==> config.mk <==
export PLATFORM = sky130hd
export DESIGN_NAME = dhif_frontend
export DESIGN_NICKNAME = d
export VERILOG_FILES = /design/src/dhif_frontend.v /design/src/dhif_wbuf.v
export VERILOG_INCLUDE_DIRS = /design/src
export SDC_FILE = /design/constraint.sdc
export NUM_CORES = 1
export LEC_CHECK = 0
export BUFFER_PORTS_ARGS = -buffer_cell sky130_fd_sc_hd__buf_2
export CAP_MARGIN = 15
export CORE_MARGIN = 2
export CORE_UTILIZATION = 55
export CTS_BUF_LIST = sky130_fd_sc_hd__clkbuf_4
export DETAILED_ROUTE_END_ITERATION = 12
export PLACE_DENSITY = 0.73
export SYNTH_ARGS = -nofsm -noshare
export SYNTH_HDL_FRONTEND = slang
export SYNTH_SLANG_ARGS = --single-unit
export TNS_END_PERCENT = 20
==> constraint.sdc <==
create_clock -name clk -period 19.68 [get_ports clk]
set_clock_uncertainty 0.2 [all_clocks]
set_input_delay 3.936 -clock clk [delete_from_list [all_inputs] [get_ports clk]]
set_output_delay 3.936 -clock clk [all_outputs]
set_load 0.05 [all_outputs]
==> src/dhif_consts.vh <==
`ifndef DHIF_CONSTS_VH
`define DHIF_CONSTS_VH
// ----------------------------------------
// widths
// ----------------------------------------
`define DHIF_DATA_W      14
`define DHIF_GRP_W       4
`define DHIF_CH_W        4
`define DHIF_SEL_W       2
// serial word: grp(4) + reg_sel(2) + ch(4) + data(14)
`define DHIF_SER_W       24
`define DHIF_SER_CNT_W   5
`define DHIF_FIFO_DEPTH  4
`define DHIF_FIFO_AW     2
`define DHIF_FIFO_CNT_W  3
// ----------------------------------------
// serial word field positions
// ----------------------------------------
`define DHIF_SF_GRP_HI   23
`define DHIF_SF_GRP_LO   20
`define DHIF_SF_SEL_HI   19
`define DHIF_SF_SEL_LO   18
`define DHIF_SF_CH_HI    17
`define DHIF_SF_CH_LO    14
`define DHIF_SF_DAT_HI   13
`define DHIF_SF_DAT_LO   0
// ----------------------------------------
// register select codes
// ----------------------------------------
`define DHIF_SEL_SPECIAL 2'h0
`define DHIF_SEL_GAIN    2'h1
`define DHIF_SEL_OFFSET  2'h2
`define DHIF_SEL_DATA    2'h3
// special function codes in group field
`define DHIF_FN_SOFT_RST 4'hF
`define DHIF_FN_INCDEC   4'hE
// ----------------------------------------
// reset values
// ----------------------------------------
`define DHIF_WORD_RST    24'h000000
`define DHIF_CNT_RST     5'h00
`define DHIF_SYNC_RST    2'h3
`define DHIF_SYNC_RST0   2'h0
`define DHIF_ONE_CNT     3'h1
`endif

==> src/dhif_frontend.v <==
`timescale 1ns/10ps
`include "dhif_consts.vh"
module dhif_frontend (
  input  wire                      clk,
  input  wire                      rst,
  input  wire                      ce,
  input  wire                      interface_select,
  input  wire                      chain_select,
  input  wire                      write_buffer_enable,
  input  wire                      frame_sync_n,
  input  wire                      serial_clk,
  input  wire                      serial_in,
  input  wire                      chip_select_n,
  input  wire                      write_strobe_n,
  input  wire [`DHIF_DATA_W-1:0]   parallel_data_bus,
  input  wire [`DHIF_GRP_W-1:0]    group_address_bits,
  input  wire [`DHIF_CH_W-1:0]     channel_address_bits,
  input  wire                      register_select_low,
  input  wire                      register_select_high,
  input  wire                      sink_ready,
  output reg                       serial_out,
  output reg                       chain_mode,
  output reg                       wr_valid,
  output reg  [`DHIF_GRP_W-1:0]    wr_group,
  output reg  [`DHIF_CH_W-1:0]     wr_channel,
  output reg  [`DHIF_DATA_W-1:0]   wr_data,
  output reg                       wr_to_data,
  output reg                       wr_to_gain,
  output reg                       wr_to_offset,
  output reg                       incdec_cmd,
  output reg                       soft_reset_pulse,
  output reg                       buf_full
);
  // ----------------------------------------
  // pin synchronisers
  // ----------------------------------------
  // all pins are async to clk, two flops each before use
  localparam NSYNC = 9 + `DHIF_DATA_W + `DHIF_GRP_W + `DHIF_CH_W;
  wire [NSYNC-1:0] pin_raw;
  reg  [NSYNC-1:0] s1_reg;
  reg  [NSYNC-1:0] s2_reg;
  assign pin_raw = {interface_select, chain_select, write_buffer_enable, frame_sync_n,
                    serial_clk, serial_in, chip_select_n, write_strobe_n,
                    register_select_high, parallel_data_bus, group_address_bits,
                    channel_address_bits};
  // reset to each pin's idle level, so no false edge follows reset
  localparam [NSYNC-1:0] SYNC_IDLE = {3'h0, 1'b1, 1'b1, 1'b0, 1'b1, 1'b1, 1'b0,
                                      {(NSYNC-9){1'b0}}};
  always @(posedge clk or posedge rst) begin
    if (rst) begin
      s1_reg <= SYNC_IDLE;
      s2_reg <= SYNC_IDLE;
    end else if (ce) begin
      s1_reg <= pin_raw;
      s2_reg <= s1_reg;
    end
  end
  reg sel_low_s1_reg;
  reg sel_low_s2_reg;
  always @(posedge clk or posedge rst) begin
    if (rst) begin
      sel_low_s1_reg <= 1'b0;
      sel_low_s2_reg <= 1'b0;
    end else if (ce) begin
      sel_low_s1_reg <= register_select_low;
      sel_low_s2_reg <= sel_low_s1_reg;
    end
  end
  localparam P_CH  = 0;
  localparam P_GRP = `DHIF_CH_W;
  localparam P_DB  = P_GRP + `DHIF_GRP_W;
  localparam P_RS  = P_DB + `DHIF_DATA_W;
  wire                    ser_mode = s2_reg[P_RS+8];
  wire                    dc_pin   = s2_reg[P_RS+7];
  wire                    fifo_en  = s2_reg[P_RS+6];
  wire                    sync_n   = s2_reg[P_RS+5];
  wire                    sclk_s   = s2_reg[P_RS+4];
  wire                    din_s    = s2_reg[P_RS+3];
  wire                    cs_n_s   = s2_reg[P_RS+2];
  wire                    wr_n_s   = s2_reg[P_RS+1];
  wire [`DHIF_SEL_W-1:0]  rsel     = {s2_reg[P_RS], sel_low_s2_reg};
  wire [`DHIF_DATA_W-1:0] db_s     = s2_reg[P_RS-1:P_DB];
  wire [`DHIF_GRP_W-1:0]  grp_s    = s2_reg[P_DB-1:P_GRP];
  wire [`DHIF_CH_W-1:0]   ch_s     = s2_reg[P_GRP-1:P_CH];

  // ----------------------------------------
  // edge detection
  // ----------------------------------------
  reg sclk_d_reg;
  reg wr_n_d_reg;
  always @(posedge clk or posedge rst) begin
    if (rst) begin
      sclk_d_reg <= 1'b1;
      wr_n_d_reg <= 1'b1;
    end else if (ce) begin
      sclk_d_reg <= sclk_s;
      wr_n_d_reg <= wr_n_s;
    end
  end
  wire sclk_fall = sclk_d_reg && !sclk_s;
  wire sclk_rise = !sclk_d_reg && sclk_s;
  // sampled with the same cycle as the strobe edge, so host setup covers both
  wire wr_rise   = !wr_n_d_reg && wr_n_s && !cs_n_s && !ser_mode;

  // ----------------------------------------
  // serial shift path
  // ----------------------------------------
  // only frames of at least word size commit (count holds at the word size); a short frame is dropped
  reg [`DHIF_SER_W-1:0]     shift_reg;
  reg [`DHIF_SER_CNT_W-1:0] bit_cnt_reg;
  reg                       ser_done_reg;
  reg                       sync_d_reg;
  always @(posedge clk or posedge rst) begin
    if (rst) begin
      shift_reg    <= `DHIF_WORD_RST;
      bit_cnt_reg  <= `DHIF_CNT_RST;
      ser_done_reg <= 1'b0;
      sync_d_reg   <= 1'b1;
      serial_out   <= 1'b0;
      chain_mode   <= 1'b0;
    end else if (ce) begin
      sync_d_reg   <= sync_n;
      ser_done_reg <= 1'b0;
      chain_mode   <= dc_pin && ser_mode;
      if (!ser_mode || sync_n) begin
        bit_cnt_reg <= `DHIF_CNT_RST;
      end else if (sclk_fall) begin
        shift_reg <= {shift_reg[`DHIF_SER_W-2:0], din_s};
        if (bit_cnt_reg != `DHIF_SER_W) begin
          bit_cnt_reg <= bit_cnt_reg + 1'b1;
        end
      end
      // frame end: rising sync commits the last full word
      if (ser_mode && sync_n && !sync_d_reg && (bit_cnt_reg == `DHIF_SER_W)) begin
        ser_done_reg <= 1'b1;
      end
      if (sclk_rise && ser_mode) begin
        serial_out <= shift_reg[`DHIF_SER_W-1];
      end
    end
  end

  // ----------------------------------------
  // word assembly
  // ----------------------------------------
  reg                   in_valid_reg;
  reg [`DHIF_SER_W-1:0] in_word_reg;
  always @(posedge clk or posedge rst) begin
    if (rst) begin
      in_valid_reg <= 1'b0;
      in_word_reg  <= `DHIF_WORD_RST;
    end else if (ce) begin
      in_valid_reg <= 1'b0;
      if (wr_rise) begin
        in_valid_reg <= 1'b1;
        in_word_reg  <= {grp_s, rsel, ch_s, db_s};
      end else if (ser_done_reg && !chain_mode) begin
        // in chain mode the word belongs to a device further along
        in_valid_reg <= 1'b1;
        in_word_reg  <= shift_reg;
      end
    end
  end

  // ----------------------------------------
  // write buffer
  // ----------------------------------------
  wire                   bq_valid;
  wire [`DHIF_SER_W-1:0] bq_word;
  wire                   bq_full;
  dhif_wbuf u_wbuf (
    .clk       (clk),
    .rst       (rst),
    .ce        (ce),
    .enable    (fifo_en),
    .in_valid  (in_valid_reg),
    .in_word   (in_word_reg),
    .out_ready (sink_ready),
    .out_valid (bq_valid),
    .out_word  (bq_word),
    .full      (bq_full)
  );

  // ----------------------------------------
  // destination decode
  // ----------------------------------------
  wire [`DHIF_SEL_W-1:0] q_sel = bq_word[`DHIF_SF_SEL_HI:`DHIF_SF_SEL_LO];
  wire [`DHIF_GRP_W-1:0] q_grp = bq_word[`DHIF_SF_GRP_HI:`DHIF_SF_GRP_LO];
  wire                   q_go  = bq_valid && (sink_ready || !fifo_en);
  always @(posedge clk or posedge rst) begin
    if (rst) begin
      wr_valid         <= 1'b0;
      wr_group         <= {`DHIF_GRP_W{1'b0}};
      wr_channel       <= {`DHIF_CH_W{1'b0}};
      wr_data          <= {`DHIF_DATA_W{1'b0}};
      wr_to_data       <= 1'b0;
      wr_to_gain       <= 1'b0;
      wr_to_offset     <= 1'b0;
      incdec_cmd       <= 1'b0;
      soft_reset_pulse <= 1'b0;
      buf_full         <= 1'b0;
    end else if (ce) begin
      buf_full         <= bq_full;
      wr_valid         <= 1'b0;
      wr_to_data       <= 1'b0;
      wr_to_gain       <= 1'b0;
      wr_to_offset     <= 1'b0;
      incdec_cmd       <= 1'b0;
      soft_reset_pulse <= 1'b0;
      if (q_go) begin
        wr_group   <= q_grp;
        wr_channel <= bq_word[`DHIF_SF_CH_HI:`DHIF_SF_CH_LO];
        wr_data    <= bq_word[`DHIF_SF_DAT_HI:`DHIF_SF_DAT_LO];
        if (q_sel == `DHIF_SEL_DATA) begin
          wr_valid   <= 1'b1;
          wr_to_data <= 1'b1;
        end else if (q_sel == `DHIF_SEL_GAIN) begin
          wr_valid   <= 1'b1;
          wr_to_gain <= 1'b1;
        end else if (q_sel == `DHIF_SEL_OFFSET) begin
          wr_valid     <= 1'b1;
          wr_to_offset <= 1'b1;
        end else if (q_grp == `DHIF_FN_SOFT_RST) begin
          soft_reset_pulse <= 1'b1;
        end else if (q_grp == `DHIF_FN_INCDEC) begin
          incdec_cmd <= 1'b1;
        end
      end
    end
  end
endmodule

==> src/dhif_wbuf.v <==
`timescale 1ns/10ps
`include "dhif_consts.vh"
module dhif_wbuf (
  input  wire                    clk,
  input  wire                    rst,
  input  wire                    ce,
  input  wire                    enable,
  input  wire                    in_valid,
  input  wire [`DHIF_SER_W-1:0]  in_word,
  input  wire                    out_ready,
  output reg                     out_valid,
  output reg  [`DHIF_SER_W-1:0]  out_word,
  output reg                     full
);
  // ----------------------------------------
  // storage
  // ----------------------------------------
  reg [`DHIF_SER_W-1:0]     mem_reg [0:`DHIF_FIFO_DEPTH-1];
  reg [`DHIF_FIFO_AW-1:0]   wr_ptr_reg;
  reg [`DHIF_FIFO_AW-1:0]   rd_ptr_reg;
  reg [`DHIF_FIFO_CNT_W-1:0] cnt_reg;
  wire                      push;
  wire                      pop;
  wire                      empty;
  integer                   i;

  assign empty = (cnt_reg == {`DHIF_FIFO_CNT_W{1'b0}});
  assign pop   = enable && !empty && (!out_valid || out_ready);
  assign push  = enable && in_valid && !full;

  always @(posedge clk or posedge rst) begin
    if (rst) begin
      wr_ptr_reg <= {`DHIF_FIFO_AW{1'b0}};
      rd_ptr_reg <= {`DHIF_FIFO_AW{1'b0}};
      cnt_reg    <= {`DHIF_FIFO_CNT_W{1'b0}};
      out_valid  <= 1'b0;
      out_word   <= `DHIF_WORD_RST;
      full       <= 1'b0;
      for (i = 0; i < `DHIF_FIFO_DEPTH; i = i + 1) begin
        mem_reg[i] <= `DHIF_WORD_RST;
      end
    end else if (ce) begin
      if (!enable) begin
        // bypass: one word passes straight through the output stage
        out_valid <= in_valid;
        out_word  <= in_word;
        full      <= 1'b0;
        cnt_reg   <= {`DHIF_FIFO_CNT_W{1'b0}};
      end else begin
        if (push) begin
          mem_reg[wr_ptr_reg] <= in_word;
          wr_ptr_reg <= wr_ptr_reg + 1'b1;
        end
        if (pop) begin
          out_word   <= mem_reg[rd_ptr_reg];
          rd_ptr_reg <= rd_ptr_reg + 1'b1;
          out_valid  <= 1'b1;
        end else if (out_ready) begin
          out_valid <= 1'b0;
        end
        if (push && !pop) begin
          cnt_reg <= cnt_reg + `DHIF_ONE_CNT;
          full    <= (cnt_reg == `DHIF_FIFO_DEPTH - 1);
        end else if (pop && !push) begin
          cnt_reg <= cnt_reg - `DHIF_ONE_CNT;
          full    <= 1'b0;
        end
      end
    end
  end
endmodule

## Word level (Yosys, flattened, before mapping)

Cells that the tools add are included.

- Register bits: 282
- Input port bits: 36
- Word-level logic and storage cells: 153
- Output and inout port bits: 31

- Bitwise logic cells: 3
- Mux-type cells: 48
- Reduce and logical (&&, ||, !) cells: 49
- Equal/unequal tests: 11
- $add $sub $neg: 5
- Order comparisons: 3

Operators by type and width:

| cell | count |
|---|---|
| 24-bit 2-to-1 mux | 7 |
| 96-bit bitwise mux | 1 |
| 24-bit binary-select mux with 2-bit select | 1 |
| 24-bit demux with 2-bit select | 1 |
| 1-bit 2-to-1 mux | 32 |
| 1-bit logical AND | 19 |
| 5-bit 2-to-1 mux | 3 |
| 1-bit logical NOT | 13 |
| 2-bit AND reduction | 6 |
| 3-bit AND reduction | 4 |
| 3-bit 2-to-1 mux | 3 |
| 4-bit == test (second input constant) | 2 |
| 3-bit greater-or-equal comparator (second input constant) | 2 |
| 2-bit NOT with 3-bit output | 2 |
| 2-bit nonzero test | 3 |
| 5-bit by 1-bit adder with 5-bit output (second input constant) | 1 |
| 5-bit == test (second input constant) | 1 |
| 5-bit != test (second input constant) | 1 |
| 2-bit by 1-bit adder with 2-bit output (second input constant) | 2 |
| 2-bit == test (second input constant) | 2 |
| 3-bit by 1-bit adder with 3-bit output (second input constant) | 1 |
| 3-bit by 2-bit == test with 1-bit output (second input constant) | 1 |
| 3-bit logical NOT | 1 |
| 1-bit logical OR | 3 |
| other kinds (7) | 7 |

## Depth between registers and ports, before layout

Gate-level depths: netlist (run 1).

- Depth after elaboration: 8
- Depth in mapped cells: 10
- Depth with buffers taken out: 9

## Hierarchy

From an unflattened synthesis (run 1), not the netlist that was laid out.

- Cells, all modules: 790
- Area total of the unflattened synthesis: 11,982.7 um^2

Modules (own cells, without submodules):

| module | area an instance (um^2) | seq. area each (um^2) | cells each | instances |
|---|---|---|---|---|
| dhif_frontend | 6,180.9 | 3,842.4 | 389 | 1 |
| dhif_wbuf | 5,801.8 | 3,228.1 | 401 | 1 |

## Least setup slack after synthesis (run 1)

OpenSTA, ideal clock, no wires.

- Path kind: input -> register
- From: input sink_ready
- To: register u_wbuf.cnt_reg[2]
- Setup time: 0.124 ns
- Required time: 19.356 ns
- Arrival: 5.261 ns
- Buffers on the path: 1
- Path slack: 14.095 ns
- Cell stages on the path: 10
- Cells stage by stage: nor2b_1 clkbuf_1 o21ai_2 nor2_1 xnor2_1 ha_1 nor2_1 nand3_1 mux2i_1 a211o_1

- Longest elaborated chain between the ends: 6
- Elaborated cells on any way between the ends: 9
- Those cells by class: eq/ne: 1; mux: 2; reduce/logical: 6

RTL lines:

| what | RTL line | text |
|---|---|---|
| from (decl) | dhif_frontend.v:20 | `input wire sink_ready,` |
| 1-bit logical OR * | dhif_wbuf.v:28 | `assign pop = enable && !empty && (!out_valid \|\| out_ready);` |
| 1-bit logical AND * | dhif_wbuf.v:28 |  |
| 1-bit logical NOT | dhif_wbuf.v:61 | `if (push && !pop) begin` |
| 1-bit logical AND | dhif_wbuf.v:61 |  |
| 3-bit by 1-bit != test with 1-bit output (no source line) / 3-bit 2-to-1 mux (equally long branches) | n/a |  |
| 2-bit AND reduction (no source line) / 3-bit 2-to-1 mux (equally long branches) | n/a |  |
| to (signal assigned) | dhif_wbuf.v:48 | `` cnt_reg <= {`DHIF_FIFO_CNT_W{1'b0}}; `` |
| to (signal assigned) | dhif_wbuf.v:62 | `` cnt_reg <= cnt_reg + `DHIF_ONE_CNT; `` |
| to (signal assigned) | dhif_wbuf.v:65 | `` cnt_reg <= cnt_reg - `DHIF_ONE_CNT; `` |
| to (decl) | dhif_wbuf.v:21 | `` reg [`DHIF_FIFO_CNT_W-1:0] cnt_reg; `` |

Every way passes the cells marked *; elsewhere a longest branch is shown, timed or not.
A chain may end at the register's enable or synchronous reset.

## Worst setup path in the final report (run 1)

- From: input ce
- To: register shift_reg[16]

- Longest elaborated chain between the ends: 1

RTL lines:

| what | RTL line | text |
|---|---|---|
| from (decl) | dhif_frontend.v:6 | `input wire ce,` |
| 3-bit AND reduction (no source line) | n/a |  |
| to (signal assigned) | dhif_frontend.v:115 | `` shift_reg <= `DHIF_WORD_RST; `` |
| to (signal assigned) | dhif_frontend.v:128 | `` shift_reg <= {shift_reg[`DHIF_SER_W-2:0], din_s}; `` |
| to (decl) | dhif_frontend.v:109 | `` reg [`DHIF_SER_W-1:0] shift_reg; `` |

Every way passes these cells.

==> results of run 1 <==
## worst reg2reg max path, stage by stage (launching register included)
cell	delay, ns
dfrtp_1	0.33
buf_4	0.48
nand2_1	0.23
nor2_2	0.30
nand2_1	0.47
buf_4	0.39
mux2_2	0.29
## cells in the final DEF, fill, tap and decap left out, types with 2 or more instances in the layout
cell / instances
and3b_1: 2
nand4b_1: 2
clkbuf_4: 104
mux2_2: 209
nor2b_1: 3
and2_1: 2
a22o_1: 3
o2bb2ai_1: 2
mux4_2: 24
clkinv_1: 18
nor2_1: 9
nand2_1: 38
buf_4: 16
o21ai_0: 35
nand3_1: 5
or3_1: 3
buf_2: 65
ha_1: 7
inv_1: 15
a21oi_1: 52
mux2i_1: 50
inv_2: 2
o21ai_2: 2
o32ai_1: 4
dfstp_2: 11
dfrtp_1: 271
xnor2_1: 5
nor3_1: 3
nand2b_1: 2
bufinv_16: 2
## kinds of logic (layout without fill, tap and decap cells)
kind of cell | after synthesis | after routing | share of synthesized area [%]
multiplexers | 283 | 283 | 28.6
flip-flops | 282 | 282 | 59.7
XOR/XNOR | 6 | 6 | 0.443
adder cells (fa/ha/maj) | 7 | 7 | 0.739
AND/OR/NAND/NOR | 75 | 75 | 3.16
other | 0 | 1 | 0
buffers and inverters | 63 | 225 | 2.41
AO/OA/AOI/OAI | 105 | 105 | 4.96
## synthesized netlist by cell type, drive strengths merged (3+ instances only)
cell type / n / area [um^2]
o21ai: 38 / 194
or3: 3 / 18.8
ha: 7 / 87.6
dfrtp: 271 / 6780
nor4b: 3 / 41.3
o32ai: 4 / 35.0
inv: 16 / 60.1
dfstp: 11 / 289
mux2: 209 / 2350
nand2: 38 / 143
mux4: 24 / 541
nor2: 10 / 40.0
mux2i: 50 / 500
nor2b: 3 / 18.8
nor3: 3 / 15.0
nand3: 5 / 25.0
xnor2: 5 / 43.8
buf: 36 / 184
a21oi: 52 / 260
clkbuf: 11 / 41.3
a22o: 3 / 26.3
## area by class of cell
cell class / instances / area share, %
Clock inverter: 24 / 1.10
Tap cell: 275 / 2.57
Multi-Input combinational cell: 476 / 33.7
Inverter: 16 / 0.506
Clock buffer: 104 / 5.84
Antenna cell: 1 / 0.0187
Timing Repair Buffer: 81 / 3.33
Sequential cell: 282 / 52.9
## report_power, final
part	switching [mW]	total (mW)	internal, mW
Combinational	0.220	0.350	0.130
Clock	0.234	0.503	0.270
Sequential	0.0684	0.739	0.671
## stage by stage
stage	power [mW]	cells
floorplan	1.01	821
global placement	1.08	1130
detailed placement	1.10	1130
CTS	1.61	1258
global route	1.68	1259
finish	1.59	1259
## metal layers
layer,part of all wire [%],GRT usage (%)
met1,44,29.1
met2,50,34.9
met3,4.1,4.37
met4,1.8,8.97
met5,0,0
## worst min path at each step
stage                          endpoint  slack, ns     startpoint
after floorplan            ser_done_reg       0.25   ser_done_reg
after global placement     ser_done_reg       0.26   ser_done_reg
after detailed placement   ser_done_reg       0.28   ser_done_reg
after CTS                 shift_reg[18]       0.29  shift_reg[17]
after global routing          s2_reg[3]       0.30      s1_reg[3]
final                      ser_done_reg       0.29   ser_done_reg
==> results.ini, run 1 <==
[worst_setup_path]
startpoint_type=input pin
timing.rr.end=u_wbuf.mem_reg[87]
worstSetupEndpointType=flop
cp_cell_sequence=buf_4 -> buf_4 -> nand2_1 -> nor4b_4 -> buf_4 -> mux2_2
slowest_delay_ns=0.62
crit_end=shift_reg[16]
regToRegStartpoint=s2_reg[28]
cp.required_ns=20.00
cp_max_fo=63
critPathKind=input pin to flop
r2r_slack_ns=16.89
critical_path_buf_inv_count=3
ff2ff_path_depth=6
crit_arrival_ns=6.46
cp_top_family=buffers and inverters
crit_top_cell=buf_4
cp.depth=6
crit_start=ce
cpMaxStageDelayCell=buf_4

[synthesis]
synth.distinct_cells=41
synthArstFlopShare_pct=100
synth_edf_count=0
ys.flop_type=dfrtp_1
syn_nets=864
ys_seq_elements=282
syn-instance-count=821
synth-warning-count=0
synth.yosys.seq_area_share_pct=59.7
syn_area_mm2=0.0119
avgSynthCellArea_um2=14.4

[sta]
slew_headroom_pct=28.9
hold_viol=0
setup_viol=0
rsz0062_at_grt=no
fin_crit_ns=6.14
fin_tns_setup_ns=0
max_freq_ghz=0.163
fin_crit_sh_pct=31.2
holdWs_ns=0.289
setup_ws_ns=13.54
worstMarginPinSlew_ns=1.07
drv_slew=0

[clock_network]
cts.htree.levels=3
root_buffer=clkbuf_4
postCtsSetupBuffers=0
clock-sinks=282
postCtsHoldBufs=0
cts.path.max_buffers=3
cts_tree=yes
clock_latency_ns=0.68
ctsResizeCount=0
path_clk_slew_ns=0.07
cts_buffers=73

[floorplanning]
std_cell_rows=53
chipHeight_um=151
start_util_pct=56.2
core_area_mm2=0.0211
dieArea_mm2=0.0227
num_io_pins=67
die_w_um=151

[route]
vias=7018
drt_iter0_drc=264
wl_per_cell_um=18.3
dr.pass1.iters=5
drc=0
ant_nets=0
viasPerCell=5.57
drt-total-wl_um=23100

[placed_design]
pre_cts_ws_ns=12.91
port_buffers=66
routabilityCongestion=0.809
placed_area_mm2=0.0124
dp_hpwl_um=14400

[layout]
drive_above_1_share_pct=45.1
syn_to_final_growth_pct=12.8
stdcell_area_mm2=0.0134
seq_area_mm2=0.00707
nFillCells=1586
multi_input_area_mm2=0.00451
largest_register_ffs=96
postLayoutCoreUtil_pct=63.4
finalNetCount=973

[global_routing]
grt_pass1_wl_um=38200
grt.overflow.total=0
antenna_found_initial=1
grt.total_usage_pct=21.6
grt_pass1_vias=7634
grt_max_degree=126

[pwr]
vdd_ir_drop_max_v=0.0000569
leakagePower_nw=6.33
powerDensity_mw_per_mm2=119

[job]
drv_cap=0

[status]
status=complete, no violations

[worst_hold_path]
holdPathStages=1
min_path_type=flop to flop

Power figures use the tool's default switching activity.
==> run 2: changes to the inputs <==
--- a/config.mk
+++ b/config.mk
@@ -12,7 +12,7 @@
 export CORE_UTILIZATION = 55
 export CTS_BUF_LIST = sky130_fd_sc_hd__clkbuf_4
 export DETAILED_ROUTE_END_ITERATION = 12
-export PLACE_DENSITY = 0.73
+export PLACE_DENSITY = 0.76
 export SYNTH_ARGS = -nofsm -noshare
 export SYNTH_HDL_FRONTEND = slang
 export SYNTH_SLANG_ARGS = --single-unit
==> constraint.sdc (replaced) <==
create_clock -name clk -period 5.1 [get_ports clk]
set_clock_uncertainty 0.2 [all_clocks]
set_input_delay 1.02 -clock clk [delete_from_list [all_inputs] [get_ports clk]]
set_output_delay 1.02 -clock clk [all_outputs]
set_load 0.05 [all_outputs]
==> run 2 against run 1 <==
Sequential cell count unchanged. Utilization decreased by 0.13 points. Count of clock-buffer cells in the layout increased by 7. Final area decreased by 0.21%. Power increased to 3.8 times the previous value. Non-clock buffer count increased by 2. Critical path type is now flop to flop. Critical endpoint is now u_wbuf.mem_reg[69]. Largest power group unchanged.
==> results.ini, run 2 (synthesis results as in run 1) <==
[status]
status=complete, no violations  ; unchanged

[route]
vias=6932  ; was 7018
wl_per_cell_um=17.3  ; was 18.3 um
ant_nets=0  ; unchanged
drc=0  ; unchanged
viasPerCell=5.54  ; was 5.57
drt-total-wl_um=21700  ; was 23100 um
dr.pass1.iters=5  ; unchanged
drt_iter0_drc=312  ; was 264

[clock_network]
cts_tree=yes  ; unchanged
root_buffer=clkbuf_4  ; unchanged
clock_latency_ns=0.65  ; was 0.68 ns
cts.path.max_buffers=3  ; unchanged
postCtsSetupBuffers=0  ; unchanged
ctsResizeCount=0  ; unchanged
postCtsHoldBufs=0  ; unchanged
cts_buffers=73  ; unchanged
cts.htree.levels=3  ; unchanged
clock-sinks=282  ; unchanged
path_clk_slew_ns=0.07  ; about the same

[placed_design]
dp_hpwl_um=13400  ; was 14400 um
port_buffers=66  ; unchanged
routabilityCongestion=0.764  ; was 0.809

[worst_setup_path]
cp_max_fo=31  ; was 63
worstSetupEndpointType=flop  ; unchanged
timing.rr.end=u_wbuf.mem_reg[69]  ; was u_wbuf.mem_reg[87]
cp.required_ns=5.41  ; was 20.00 ns
regToRegStartpoint=s2_reg[28]  ; unchanged
r2r_slack_ns=2.43  ; was 16.89 ns
critPathKind=flop to flop  ; was input pin to flop
crit_arrival_ns=2.98  ; was 6.46 ns
ff2ff_path_depth=6  ; unchanged
startpoint_type=flop  ; was input pin

[pwr]
p_comb_share_pct=21.9  ; was 22.0%
p_switching_mw=1.94  ; was 0.522 mW
vdd_ir_drop_max_v=0.000218  ; was 0.0000569 V
power.internal_mw=4.07  ; was 1.07 mW
p_clk_share_pct=30.3  ; was 31.6%
leakagePower_nw=6.33  ; about the same
power.total_mw=6.02  ; was 1.59 mW
swShare_pct=32.3  ; was 32.8%
power.share.sequential_pct=47.8  ; was 46.4%
powerDensity_mw_per_mm2=451  ; was 119 mW/mm^2

[sta]
rsz0062_at_grt=no  ; unchanged
worstMarginPinSlew_ns=0.985  ; was 1.07 ns
fin_crit_ns=2.67
setup_viol=0  ; unchanged
slew_headroom_pct=34.3  ; was 28.9%
drv_slew=0  ; unchanged
fin_crit_sh_pct=52.3
max_freq_ghz=0.375
hold_viol=0  ; unchanged
fin_tns_setup_ns=0  ; unchanged

[worst_hold_path]
holdPathStages=1  ; unchanged
hold_path_end=ser_done_reg  ; unchanged
min_path_type=flop to flop  ; unchanged
holdCritStartpoint=ser_done_reg  ; unchanged

[global_routing]
grt_pass1_vias=7332  ; was 7634
grt_pass1_wl_um=36600  ; was 38200 um
grt.overflow.total=0  ; unchanged
grt_use_met1_pct=29.1  ; about the same
grt.total_usage_pct=20.4  ; was 21.6%
met2_usage_pct=31.2  ; was 34.9%
antenna_found_initial=1  ; unchanged
top_usage_layer=met2  ; unchanged
globalRouteMet3Util_pct=4.19  ; was 4.37%
grt_max_degree=111  ; was 126

[layout]
drive_above_1_share_pct=46.1  ; was 45.1%
final_common_cell=dfrtp_1  ; unchanged
final_cell_mix=271 x dfrtp_1, 209 x mux2_2, 111 x clkbuf_4, 65 x buf_2, 52 x a21oi_1  ; was 271 x dfrtp_1, 209 x mux2_2, 104 x clkbuf_4, 65 x buf_2, 52 x a21oi_1
largest_register_ffs=96  ; unchanged
finalNetCount=975  ; was 973
postLayoutCoreUtil_pct=63.2  ; was 63.4%
syn_to_final_growth_pct=12.5  ; was 12.8%
nFillCells=1679  ; was 1586

[floorplanning]
chipHeight_um=151  ; unchanged
core_area_mm2=0.0211  ; unchanged
dieArea_mm2=0.0227  ; unchanged
die_w_um=151  ; unchanged
std_cell_rows=53  ; unchanged
start_util_pct=56.2  ; unchanged
num_io_pins=67  ; unchanged

[job]
drv_cap=0  ; unchanged

[run 2: cell count changes in the layout (fill, tap and decap cells not counted)]
cell | previous run | this run
buf_12 | 0 | 2
clkinv_1 | 18 | 4
bufinv_16 | 2 | 0
inv_8 | 1 | 0
clkbuf_4 | 104 | 111
inv_2 | 2 | 3
[run 2: power groups by stage]
stage               clock [mW]  sequential (mW)  combinational (mW)
finish                    1.82             2.88                1.32
global route              2.01             2.93                1.43
CTS                       1.89             2.89                1.33
detailed placement           0             2.93                1.33
global placement             0             2.91                1.29
floorplan                    0             3.11               0.782
[run 2: per-layer routing]
| metal | wire [um] | vias up |
|---|---|---|
| li1 | - | 3242 |
| met1 | 10300 | 3516 |
| met2 | 10100 | 135 |
| met3 | 851 | 39 |
| met4 | 422 | 0 |
| met5 | 0 | - |
[run 2: stage by stage]
| stage | std cells | hold WS (ns) | instance area [um^2] | worst slack [ns] |
|---|---|---|---|---|
| after global placement | 1132 | 0.259 | 12500 | 2.10 |
| after floorplan | 821 | 0.246 | 11900 | 0.154 |
| final | 1252 | 0.272 | 13300 | 2.43 |
| after global routing | 1252 | 0.307 | 13300 | 2.23 |
| after detailed placement | 1132 | 0.264 | 12500 | 1.99 |
| after CTS | 1251 | 0.278 | 13300 | 2.42 |
[run 2: final cells by class]
| class | count | area (um^2) | area share, % |
|---|---|---|---|
| clock inverter | 8 | 31.3 | 0.235 |
| antenna | 1 | 2.50 | 0.0188 |
| timing repair buffer | 83 | 485 | 3.64 |
| multi-input combinational | 476 | 4510 | 33.8 |
| clock buffer | 111 | 833 | 6.25 |
| tap | 275 | 344 | 2.58 |
| inverter | 16 | 63.8 | 0.478 |
| sequential | 282 | 7070 | 53.0 |
[run 2: worst max-delay path, cell delays in order, from the launching register on]
cell     delay (ns)
dfrtp_1        0.33
buf_4          0.46
nand2_1        0.23
nor2_2         0.29
nand2_1        0.35
buf_4          0.34
mux2_2         0.30
[run 2: worst max-delay path by stage]
| stage | endpoint | start | slack (ns) |
|---|---|---|---|
| after floorplan | bit_cnt_reg[0] | rst | 0.15 |
| after global placement | u_wbuf.out_word[16] | sink_ready | 2.10 |
| after detailed placement | u_wbuf.out_word[14] | sink_ready | 1.99 |
| after CTS | u_wbuf.mem_reg[69] | s2_reg[28] | 2.42 |
| after global routing | u_wbuf.mem_reg[52] | s2_reg[28] | 2.23 |
| final | u_wbuf.mem_reg[69] | s2_reg[28] | 2.43 |
